**config.mk**
```make
export PLATFORM = sky130hd
export DESIGN_NAME = ibm_config_regs
export DESIGN_NICKNAME = d
export VERILOG_FILES = /design/src/verilog/ibm_pkg.sv /design/src/verilog/ibm_config_regs.sv /design/src/verilog/ibm_delay_timer.sv
export VERILOG_INCLUDE_DIRS = /design/src /design/src/verilog
export SDC_FILE = /design/constraint.sdc
export NUM_CORES = 1
export LEC_CHECK = 0
export BUFFER_PORTS_ARGS = -buffer_cell sky130_fd_sc_hd__buf_4
export CORE_ASPECT_RATIO = 1.4
export CORE_MARGIN = 3
export CORE_UTILIZATION = 35
export CTS_BUF_LIST = sky130_fd_sc_hd__clkbuf_8
export CTS_CLUSTER_SIZE = 28
export DETAILED_ROUTE_END_ITERATION = 16
export MAX_ROUTING_LAYER = met4
export PLACE_DENSITY_LB_ADDON = 0.12
export SYNTH_ARGS = -nofsm -noshare
export SYNTH_HDL_FRONTEND = slang
export SYNTH_HIERARCHICAL = 1
export SYNTH_SLANG_ARGS = --single-unit
```
**constraint.sdc**
```tcl
create_clock -name mclk -period 4.2 [get_ports mclk]
set_input_delay 0.84 -clock mclk [delete_from_list [all_inputs] [get_ports mclk]]
set_output_delay 0.84 -clock mclk [all_outputs]
set_load 0.01 [all_outputs]
```
**src/verilog/ibm_cfg.svh**
```systemverilog
// Register indices, field positions, reset values and timing constants.
`ifndef IBM_CFG_SVH
`define IBM_CFG_SVH

`define IBM_PORT_INDEX      16'h0022
`define IBM_PORT_DATA       16'h0023
`define IBM_IDX_MACRO       8'h01
`define IBM_IDX_DMA_SLOW    8'h75
`define IBM_IDX_MGMT_HI     8'h76
`define IBM_IDX_TMR_LO      8'h73
`define IBM_IDX_TMR_HI      8'h74

`define IBM_RST_MACRO       8'hC0
`define IBM_RST_DMA_SLOW    8'h00
`define IBM_RST_MGMT_HI     8'hFF
`define IBM_RST_MGMT_LO     8'hFF
`define IBM_RST_TMR_CFG     16'h0000
`define IBM_RST_INDEX       8'h00
`define IBM_RST_RDATA       8'h00
`define IBM_RST_CPU_WS      3'h4
`define IBM_RST_DMA_WS      3'h1

`define IBM_F_TMR_BASE      15:2
`define IBM_F_LO_BYTE       7:0
`define IBM_F_HI_BYTE       15:8
`define IBM_WS_FIELDS       3
`define IBM_WS_TOP          7
`define IBM_WS_W            2
`define IBM_WS_BASE         3'h1

`define IBM_MASK_DMA_SLOW   8'hFC
`define IBM_MASK_TMR_LO     8'hFD

`define IBM_B_DMA32         7
`define IBM_B_SLOW_EN       6
`define IBM_B_SLOW_SW       5
`define IBM_B_HOLD8         4
`define IBM_B_MUX0          3
`define IBM_B_MUX1          2
`define IBM_B_TMR_EN        0
`define IBM_B_RDSTROBE      1
`define IBM_B_DMACLK        0

`define IBM_CLK_NS          50
`define IBM_TICK_NS         5000
`define IBM_TICK_CYC        (`IBM_TICK_NS / `IBM_CLK_NS)
`define IBM_PERIOD_US       12
`define IBM_HOLD4_US        4
`define IBM_HOLD8_US        8
`define IBM_US_CYC          (1000 / `IBM_CLK_NS)
`define IBM_PERIOD_CYC      (`IBM_PERIOD_US * `IBM_US_CYC)
`define IBM_HOLD4_CYC       (`IBM_HOLD4_US * `IBM_US_CYC)
`define IBM_HOLD8_CYC       (`IBM_HOLD8_US * `IBM_US_CYC)

`endif

```
**src/verilog/ibm_pkg.sv**
```systemverilog
// Types shared by the bridge configuration block.
package ibm_pkg;
    typedef logic [7:0]  ibm_byte_t;
    typedef logic [15:0] ibm_addr_t;
    typedef enum logic [1:0] {
        IBM_DMA_IDLE  = 2'b00,
        IBM_DMA_IOR   = 2'b01,
        IBM_DMA_BOTH  = 2'b10
    } ibm_dma_e;
endpackage

```
**src/verilog/ibm_config_regs.sv**
```systemverilog
// Indexed configuration registers of the ISA bridge and the logic they steer.
`include "ibm_cfg.svh"

// How it works
// - Timer config bits 15:2 hold port address.
// - Timer config bit 0 enables port decode.
// - Port write loads count, decrements every 5us.
// - Count freezes at zero; port read returns it.
// - Bit 7 selects 32-bit DMA addressing.
// - Bit 6 enables slowdown switch inputs.
// - Bit 5 is the software slowdown switch.
// - Hold 4us or 8us per 12us.
// - Bit 3 routes pin 0 to strobe 0.
// - Bit 2 routes pin 1 to strobe 1.
// - Muxing clear gives outputs 1:0 only.
// - High output register drives outputs 15:8.
// - Bits 7:6 set CPU wait states.
// - Bits 5:4 set 16-bit DMA waits.
// - Bits 3:2 set 8-bit DMA waits.
// - Bit 1 aligns memory read with I/O read.
// - Bit 0 selects full or half DMA clock.
module ibm_config_regs (
    // Clock and reset
    input  wire logic          mclk,
    input  wire logic          reset_n,
    // Host I/O port access
    input  wire logic [15:0]   io_addr,
    input  wire logic          io_wr,
    input  wire logic          io_rd,
    input  wire logic [7:0]    io_wdata,
    output logic      [7:0]    io_rdata,
    output logic               io_hit,
    // Slowdown
    input  wire logic          hw_slow_switch,
    output logic               cpu_hold,
    // Management outputs
    input  wire logic [7:0]    mgmt_output_lo,
    output logic      [15:8]   mgmt_output_hi,
    output logic               mgmt_pin_0,
    output logic               mgmt_pin_1,
    output logic               mgmt_expand_en,
    // DMA and macrocell timing
    input  wire logic          dma_read_start,
    input  wire logic          dma_read_end,
    output logic               peripheral_io_read_strobe_n,
    output logic               dma_mem_read_strobe_n,
    output logic               dma_addr32,
    output logic               dma_clk_en,
    output logic      [2:0]    cpu_wait_states,
    output logic      [2:0]    dma16_wait_states,
    output logic      [2:0]    dma8_wait_states
);

    // ------------------------------------------------------------------
    // Register file
    // ------------------------------------------------------------------
    logic [7:0]   index_r;
    logic [7:0]   index_nxt;
    logic [7:0]   macro_r;
    logic [7:0]   macro_nxt;
    logic [7:0]   slow_r;
    logic [7:0]   slow_nxt;
    logic [7:0]   mgmt_hi_r;
    logic [7:0]   mgmt_hi_nxt;
    logic [15:0]  tmr_cfg_r;
    logic [15:0]  tmr_cfg_nxt;
    logic         wr_index;
    logic         wr_data;
    logic         rd_data;
    logic         tmr_port_hit;
    logic [7:0]   tmr_count;
    logic [7:0]   rdata_r;
    logic [7:0]   rdata_nxt;

    assign wr_index = io_wr && io_addr == `IBM_PORT_INDEX;
    assign wr_data  = io_wr && io_addr == `IBM_PORT_DATA;
    assign rd_data  = io_rd && io_addr == `IBM_PORT_DATA;
    // Only address bits 15:2 are compared, so the timer owns four ports.
    assign tmr_port_hit = tmr_cfg_r[`IBM_B_TMR_EN] &&
        io_addr[`IBM_F_TMR_BASE] == tmr_cfg_r[`IBM_F_TMR_BASE];

    // Reserved bits are masked on the way in, so a read needs no
    // second mask and can never show a stale reserved value.
    always_comb begin
        index_nxt   = wr_index ? io_wdata : index_r;
        macro_nxt   = macro_r;
        slow_nxt    = slow_r;
        mgmt_hi_nxt = mgmt_hi_r;
        tmr_cfg_nxt = tmr_cfg_r;
        if (wr_data) begin
            case (index_r)
                `IBM_IDX_MACRO:    macro_nxt = io_wdata;
                `IBM_IDX_DMA_SLOW: begin
                    slow_nxt = io_wdata & `IBM_MASK_DMA_SLOW;
                end
                `IBM_IDX_MGMT_HI:  mgmt_hi_nxt = io_wdata;
                `IBM_IDX_TMR_LO:   begin
                    tmr_cfg_nxt[`IBM_F_LO_BYTE] = io_wdata &
                        `IBM_MASK_TMR_LO;
                end
                `IBM_IDX_TMR_HI:   tmr_cfg_nxt[`IBM_F_HI_BYTE] = io_wdata;
                default:           tmr_cfg_nxt = tmr_cfg_r;
            endcase
        end
    end

    always_comb begin
        rdata_nxt = rdata_r;
        if (tmr_port_hit && io_rd) begin
            rdata_nxt = tmr_count;
        end else if (rd_data) begin
            case (index_r)
                `IBM_IDX_MACRO:    rdata_nxt = macro_r;
                `IBM_IDX_DMA_SLOW: rdata_nxt = slow_r;
                `IBM_IDX_MGMT_HI:  rdata_nxt = mgmt_hi_r;
                `IBM_IDX_TMR_LO:   rdata_nxt = tmr_cfg_r[`IBM_F_LO_BYTE];
                `IBM_IDX_TMR_HI:   rdata_nxt = tmr_cfg_r[`IBM_F_HI_BYTE];
                default:           rdata_nxt = 8'h00;
            endcase
        end
    end

    always_ff @(posedge mclk or negedge reset_n) begin
        if (!reset_n) begin
            index_r   <= `IBM_RST_INDEX;
            macro_r   <= `IBM_RST_MACRO;
            slow_r    <= `IBM_RST_DMA_SLOW;
            mgmt_hi_r <= `IBM_RST_MGMT_HI;
            tmr_cfg_r <= `IBM_RST_TMR_CFG;
        end else begin
            index_r   <= index_nxt;
            macro_r   <= macro_nxt;
            slow_r    <= slow_nxt;
            mgmt_hi_r <= mgmt_hi_nxt;
            tmr_cfg_r <= tmr_cfg_nxt;
        end
    end

    always_ff @(posedge mclk or negedge reset_n) begin
        if (!reset_n) begin
            rdata_r <= `IBM_RST_RDATA;
        end else begin
            rdata_r <= rdata_nxt;
        end
    end

    assign io_rdata = rdata_r;
    assign io_hit   = tmr_port_hit || rd_data || wr_data || wr_index;

    // ------------------------------------------------------------------
    // Delay timer
    // ------------------------------------------------------------------
    logic        tmr_load;

    // Any port write while the decode matches restarts the count.
    assign tmr_load = tmr_port_hit && io_wr;

    ibm_delay_timer u_timer (
        .mclk       (mclk),
        .reset_n    (reset_n),
        .load       (tmr_load),
        .load_value (io_wdata),
        .count      (tmr_count)
    );

    // ------------------------------------------------------------------
    // Slowdown hold window
    // ------------------------------------------------------------------
    logic [7:0]  win_r;
    logic [7:0]  win_nxt;
    logic        hold_r;
    logic        hold_nxt;
    logic        slow_active;
    logic [7:0]  hold_len;

    // A switch outside the enable has no effect at all.
    // The window runs free, so the first hold after turn-on may be short;
    // in exchange the duty cycle never drifts and needs no restart logic.
    assign slow_active = slow_r[`IBM_B_SLOW_EN] &&
        (slow_r[`IBM_B_SLOW_SW] || hw_slow_switch);
    assign hold_len = slow_r[`IBM_B_HOLD8] ? 8'(`IBM_HOLD8_CYC)
                                           : 8'(`IBM_HOLD4_CYC);

    always_comb begin
        win_nxt = (win_r == 8'(`IBM_PERIOD_CYC - 1)) ? 8'h00
                                                      : win_r + 8'h01;
        hold_nxt = slow_active && win_nxt < hold_len;
    end

    always_ff @(posedge mclk or negedge reset_n) begin
        if (!reset_n) begin
            win_r  <= 8'h00;
            hold_r <= 1'b0;
        end else begin
            win_r  <= win_nxt;
            hold_r <= hold_nxt;
        end
    end

    assign cpu_hold = hold_r;

    // ------------------------------------------------------------------
    // Management outputs
    // ------------------------------------------------------------------
    logic  pin0_r;
    logic  pin0_nxt;
    logic  pin1_r;
    logic  pin1_nxt;

    // In expansion mode the pins become active-low latch strobes. They sit
    // idle high here, because the low output byte that would pulse them is
    // owned outside this block.
    always_comb begin
        pin0_nxt = slow_r[`IBM_B_MUX0] ? 1'b1 : mgmt_output_lo[0];
        pin1_nxt = slow_r[`IBM_B_MUX1] ? 1'b1 : mgmt_output_lo[1];
    end

    always_ff @(posedge mclk or negedge reset_n) begin
        if (!reset_n) begin
            pin0_r <= 1'b1;
            pin1_r <= 1'b1;
        end else begin
            pin0_r <= pin0_nxt;
            pin1_r <= pin1_nxt;
        end
    end

    assign mgmt_pin_0     = pin0_r;
    assign mgmt_pin_1     = pin1_r;
    assign mgmt_expand_en = slow_r[`IBM_B_MUX0];
    assign mgmt_output_hi = mgmt_hi_r;

    // ------------------------------------------------------------------
    // DMA controls
    // ------------------------------------------------------------------
    ibm_pkg::ibm_dma_e  dma_r;
    ibm_pkg::ibm_dma_e  dma_nxt;
    logic               dclk_r;
    logic               dclk_nxt;

    // The strobe timing bit is sampled only when a read starts, so a
    // change in mid-transfer cannot split the two strobes apart.
    always_comb begin
        dma_nxt = dma_r;
        case (dma_r)
            ibm_pkg::IBM_DMA_IDLE: begin
                if (dma_read_start) begin
                    dma_nxt = macro_r[`IBM_B_RDSTROBE] ? ibm_pkg::IBM_DMA_BOTH
                                                       : ibm_pkg::IBM_DMA_IOR;
                end
            end
            ibm_pkg::IBM_DMA_IOR: begin
                dma_nxt = dma_read_end ? ibm_pkg::IBM_DMA_IDLE
                                       : ibm_pkg::IBM_DMA_BOTH;
            end
            ibm_pkg::IBM_DMA_BOTH: begin
                if (dma_read_end) begin
                    dma_nxt = ibm_pkg::IBM_DMA_IDLE;
                end
            end
            default: dma_nxt = ibm_pkg::IBM_DMA_IDLE;
        endcase
        dclk_nxt = macro_r[`IBM_B_DMACLK] ? 1'b1 : ~dclk_r;
    end

    always_ff @(posedge mclk or negedge reset_n) begin
        if (!reset_n) begin
            dma_r  <= ibm_pkg::IBM_DMA_IDLE;
            dclk_r <= 1'b0;
        end else begin
            dma_r  <= dma_nxt;
            dclk_r <= dclk_nxt;
        end
    end

    assign peripheral_io_read_strobe_n = (dma_r == ibm_pkg::IBM_DMA_IDLE);
    assign dma_mem_read_strobe_n = (dma_r != ibm_pkg::IBM_DMA_BOTH);
    assign dma_clk_en  = dclk_r;
    assign dma_addr32  = slow_r[`IBM_B_DMA32];

    // ------------------------------------------------------------------
    // Wait-state outputs
    // ------------------------------------------------------------------
    // The three fields share one encoding, field value plus one, so one
    // loop decodes them; the outputs lag a register write by one clock.
    for (genvar g = 0; g < `IBM_WS_FIELDS; g++) begin : g_ws
        logic [2:0]  ws_r;
        logic [2:0]  ws_nxt;

        always_comb begin
            ws_nxt = {1'b0, macro_r[`IBM_WS_TOP - `IBM_WS_W * g -: `IBM_WS_W]}
                     + `IBM_WS_BASE;
        end

        always_ff @(posedge mclk or negedge reset_n) begin
            if (!reset_n) begin
                ws_r <= (g == 0) ? `IBM_RST_CPU_WS : `IBM_RST_DMA_WS;
            end else begin
                ws_r <= ws_nxt;
            end
        end
    end

    assign cpu_wait_states   = g_ws[0].ws_r;
    assign dma16_wait_states = g_ws[1].ws_r;
    assign dma8_wait_states  = g_ws[2].ws_r;

endmodule

```
**src/verilog/ibm_delay_timer.sv**
```systemverilog
// Eight-bit delay timer counting down once every five microseconds.
`include "ibm_cfg.svh"

module ibm_delay_timer (
    // Clock and reset
    input  wire logic          mclk,
    input  wire logic          reset_n,
    // Load and state
    input  wire logic          load,
    input  wire logic [7:0]    load_value,
    output logic      [7:0]    count
);

    logic [7:0]  count_r;
    logic [7:0]  count_nxt;
    logic [7:0]  pre_r;
    logic [7:0]  pre_nxt;
    logic        tick;

    assign tick  = (pre_r == 8'(`IBM_TICK_CYC - 1));
    assign count = count_r;

    always_comb begin
        pre_nxt   = tick ? 8'h00 : pre_r + 8'h01;
        count_nxt = count_r;
        if (load) begin
            // Restarting the prescaler keeps the first interval whole.
            count_nxt = load_value;
            pre_nxt   = 8'h00;
        end else if (tick && count_r != 8'h00) begin
            count_nxt = count_r - 8'h01;
        end
    end

    always_ff @(posedge mclk or negedge reset_n) begin
        if (!reset_n) begin
            count_r <= 8'h00;
            pre_r   <= 8'h00;
        end else begin
            count_r <= count_nxt;
            pre_r   <= pre_nxt;
        end
    end

endmodule

```
==> impl_metrics.prom <==
# TYPE chip_impl_metric gauge
chip_impl_metric{name="initial_core_util",unit=""} 0.362
chip_impl_metric{name="detail_route.wl_per_cell",unit="um"} 19.6
chip_impl_metric{name="synth_edf_count",unit=""} 0
chip_impl_info{name="path_class",value="in -> out"} 1
chip_impl_metric{name="post-place-ws",unit="ps"} 1100
chip_impl_metric{name="io-pin-count",unit=""} 73
chip_impl_metric{name="gp_congestion",unit=""} 0.832
chip_impl_metric{name="placeable_core_region",unit="mm2"} 0.0124
chip_impl_metric{name="drt_first_iter_violations",unit=""} 151
chip_impl_info{name="synth_top_family_by_area",value="simple AND/OR/NAND/NOR gates"} 1
chip_impl_info{name="synth_common_cells",value="77 x dfrtp_1, 48 x mux2_2, 25 x nor2_1"} 1
chip_impl_info{name="ys_top_cells_by_area",value="dfrtp_1 43%, mux2_2 12%, dfstp_2 8.8%"} 1
chip_impl_metric{name="postCtsResizedCells",unit=""} 0
chip_impl_metric{name="drt.antenna.violating_nets",unit=""} 0
chip_impl_metric{name="r2r_cells",unit=""} 4
chip_impl_metric{name="fin_crit_sh",unit=""} 0.747
chip_impl_metric{name="port_buffers",unit=""} 66
chip_impl_metric{name="worst_hold_path.num_cells",unit=""} 1
chip_impl_metric{name="synth_compound_area_frac",unit=""} 0.0933
chip_impl_metric{name="cts_made_buffers",unit=""} 9
chip_impl_info{name="synth_area_leader_cell",value="dfrtp_1"} 1
chip_impl_metric{name="synth.net_count",unit=""} 427
chip_impl_metric{name="hold_violations",unit=""} 0
chip_impl_info{name="dominantRegCellSynth",value="dfrtp_1"} 1
chip_impl_metric{name="track_usage",unit=""} 0.180
chip_impl_metric{name="drt_first_pass_iters",unit=""} 5
chip_impl_metric{name="first_global_vias",unit=""} 3546
chip_impl_metric{name="worst_path_required_time",unit="ps"} 3360
chip_impl_metric{name="remaining_global_route_overflow",unit=""} 0
chip_impl_metric{name="pin_count_of_the_biggest_net_entering_global_routing",unit=""} 48
chip_impl_info{name="launch_point_of_the_worst_reg_to_reg_path",value="index_r[0]"} 1
chip_impl_metric{name="std_cell_rows",unit=""} 48
chip_impl_metric{name="n_fill_cell",unit=""} 1217
chip_impl_metric{name="place.detailed.hpwl",unit="mm"} 8.80
chip_impl_metric{name="floorplan.die.width",unit="um"} 102
chip_impl_metric{name="tightest_slew",unit="ps"} 866
chip_impl_metric{name="layout-drive-gt1-share",unit=""} 0.358
chip_impl_metric{name="synthesis.area_per_instance",unit="um2"} 11.9
chip_impl_metric{name="max-slew-margin-rel",unit=""} 0.415
chip_impl_metric{name="cts_h_tree_depth",unit=""} 3
chip_impl_metric{name="standby_leakage_power",unit="nW"} 2.39
chip_impl_metric{name="p_per_area",unit="mW/mm2"} 301
chip_impl_metric{name="grt_first_pass_wirelength",unit="mm"} 19.3
chip_impl_info{name="cp-start-kind",value="input pin"} 1
chip_impl_metric{name="synth_async_sr_flop_share",unit=""} 1.00
chip_impl_metric{name="die-height",unit="um"} 140
chip_impl_metric{name="antenna-diode-count",unit=""} 0
chip_impl_metric{name="post_synth_inst_count",unit=""} 378
chip_impl_metric{name="fin_worst_skew",unit="ps"} 9.21
chip_impl_metric{name="area_of_the_multi_input_gates",unit="mm2"} 0.00207
chip_impl_info{name="rsz_0062_raised_after_global_routing",value="no"} 1
chip_impl_metric{name="seq_area_frac_synth",unit=""} 0.516
chip_impl_metric{name="worstPathMaxFanout",unit=""} 9
chip_impl_metric{name="synth_top_area_frac",unit=""} 0.429
chip_impl_metric{name="fin_worst_hold_slack",unit="ps"} 448
chip_impl_metric{name="max_freq",unit="GHz"} 0.319
chip_impl_info{name="first_element_of_the_critical_path",value="io_addr[6]"} 1
chip_impl_metric{name="cts_num_sinks",unit=""} 92
chip_impl_info{name="yosysMostFrequentCell",value="dfrtp_1"} 1
chip_impl_metric{name="synthSimpleGateAreaFrac",unit=""} 0.149
chip_impl_metric{name="post-cts-setup-buffer-count",unit=""} 0
chip_impl_metric{name="final_max_slew_viol_count",unit=""} 0
chip_impl_metric{name="cts_hold_buffers",unit=""} 0
chip_impl_info{name="timing.critical_path.to_type",value="output pin"} 1
chip_impl_metric{name="yosys_warnings",unit=""} 6
chip_impl_metric{name="worst_ep_arrival_time",unit="ps"} 2300
chip_impl_info{name="timing.hold.worst.start",value="macro_r[2]"} 1
chip_impl_metric{name="cap_violations",unit=""} 0
chip_impl_metric{name="flow.area_growth_from_synthesis",unit="%"} 18.8
chip_impl_metric{name="wirelength",unit="mm"} 11.8
chip_impl_metric{name="synth.mux.area_fraction",unit=""} 0.146
chip_impl_metric{name="final.setup.worst_slack",unit="ps"} 1060
chip_impl_metric{name="yosys.cell_types.count",unit=""} 54
chip_impl_metric{name="ys_ff_latch",unit=""} 92
chip_impl_metric{name="initial_antenna_violation_count",unit=""} 0
chip_impl_metric{name="fin_nets",unit=""} 496
chip_impl_metric{name="dr_total_vias",unit=""} 3331
chip_impl_metric{name="post_synth_fa_ha_maj_area_fraction",unit=""} 0.0278
chip_impl_metric{name="total_die_area",unit="mm2"} 0.0143
chip_impl_info{name="tritoncts",value="built"} 1
chip_impl_info{name="outcome",value="finished clean"} 1
chip_impl_metric{name="finalCriticalPeriod",unit="ps"} 3140
chip_impl_info{name="clock_tree.root_cell",value="clkbuf_8"} 1
chip_impl_metric{name="tns",unit="ps"} 0
chip_impl_metric{name="drt-vias-per-instance",unit=""} 5.53
chip_impl_metric{name="setup_viol",unit=""} 0
chip_impl_metric{name="cts_max_path_buffers",unit=""} 2
chip_impl_metric{name="layout.area.seq",unit="mm2"} 0.00232
chip_impl_metric{name="drc",unit=""} 0
chip_impl_info{name="min_path_type",value="reg -> reg"} 1
chip_impl_metric{name="path_clk_slew",unit="ps"} 90
chip_impl_metric{name="post_synthesis_cell_area",unit="mm2"} 0.00449
chip_impl_metric{name="post_synth_xor_area_fraction",unit=""} 0.0448
chip_impl_metric{name="worstSkewPairLatency",unit="ps"} 360
chip_impl_metric{name="peak_supply_drop",unit="mV"} 0.147
[path summary, 6_finish.rpt]
path / endpoint / slack [ps]
max in group asynchronous: macro_r[7] / 2940
worst min register to register: dma8_wait_states[0] / 450
worst max-delay path: io_hit / 1060
worst min-delay path: dma8_wait_states[0] / 450
worst max register to register: macro_r[4] / 1620
min in group asynchronous: tmr_cfg_r[5] / 480
[final cells by class]
type / count / share of cell area
inverters: 11 / 0.00773
clock buffers: 10 / 0.0258
flip-flops and latches: 92 / 0.435
well taps: 150 / 0.0351
repair buffers: 70 / 0.0984
clock inverters: 6 / 0.0110
multi-input cells: 263 / 0.387
[state kept, by name, summed over array words and instances (netlist names), 6 cells and up]
name / flops
win_r: 8
u_timer/count: 8
tmr_cfg_r: 15
index_r: 8
slow_r: 6
mgmt_output_hi: 8
io_rdata: 8
u_timer/pre_r: 8
macro_r: 8
[through the flow]
| step | cell area, um2 | cells | total power [W] | util |
|---|---|---|---|---|
| finish | 5340 | 602 | 0.00161 | 0.430 |
| global placement | 5140 | 586 | 0.00102 | 0.414 |
| detailed placement | 5140 | 586 | 0.00103 | 0.414 |
| floorplan | 4490 | 378 | 0.000946 | - |
| CTS | 5340 | 602 | 0.00163 | 0.430 |
| global route | 5340 | 602 | 0.00168 | 0.430 |
[critical path, stage by stage]
cell	delay (ps)
buf_4	120
nor4bb_1	340
and4_1	340
nand3_1	300
nand3_1	210
buf_4	140
[power breakdown]
part           leakage (nW)  switching (W)  internal (W)
Sequential             1.16     0.00000996      0.000894
Combinational          1.13      0.0000548     0.0000473
Clock                 0.105       0.000313      0.000288
Total                  2.39       0.000377       0.00123
[routing by layer]
| metal | up-vias | track usage | wire (um) |
|---|---|---|---|
| met1 | 1689 | 0.228 | 5050 |
| met2 | 82 | 0.297 | 5980 |
| met5 | - | - | 0 |
| met3 | 12 | 0.0299 | 598 |
| met4 | 0 | 0.0525 | 188 |
| li1 | 1548 | - | - |
[logic make-up (layout without fill, tap and decap cells)]
logic type      Yosys count  in the layout
simple gates            119            119
buf+inv                  23             97
flops                    92             92
compound gates           54             54
mux                      57             57
fa+ha+maj                10             10
xor+xnor                 23             23
[cell usage in the layout, fill, tap and decap left out, drive strengths merged, types with 9 or more instances in the layout]
master,n
buf,70
inv,13
or4,9
nor3,9
a31oi,10
o2bb2ai,11
nor2,26
ha,10
xnor2,17
mux2,53
clkbuf,10
dfstp,15
nand2,19
dfrtp,77
nand3,15
Power figures use the tool's default switching activity.
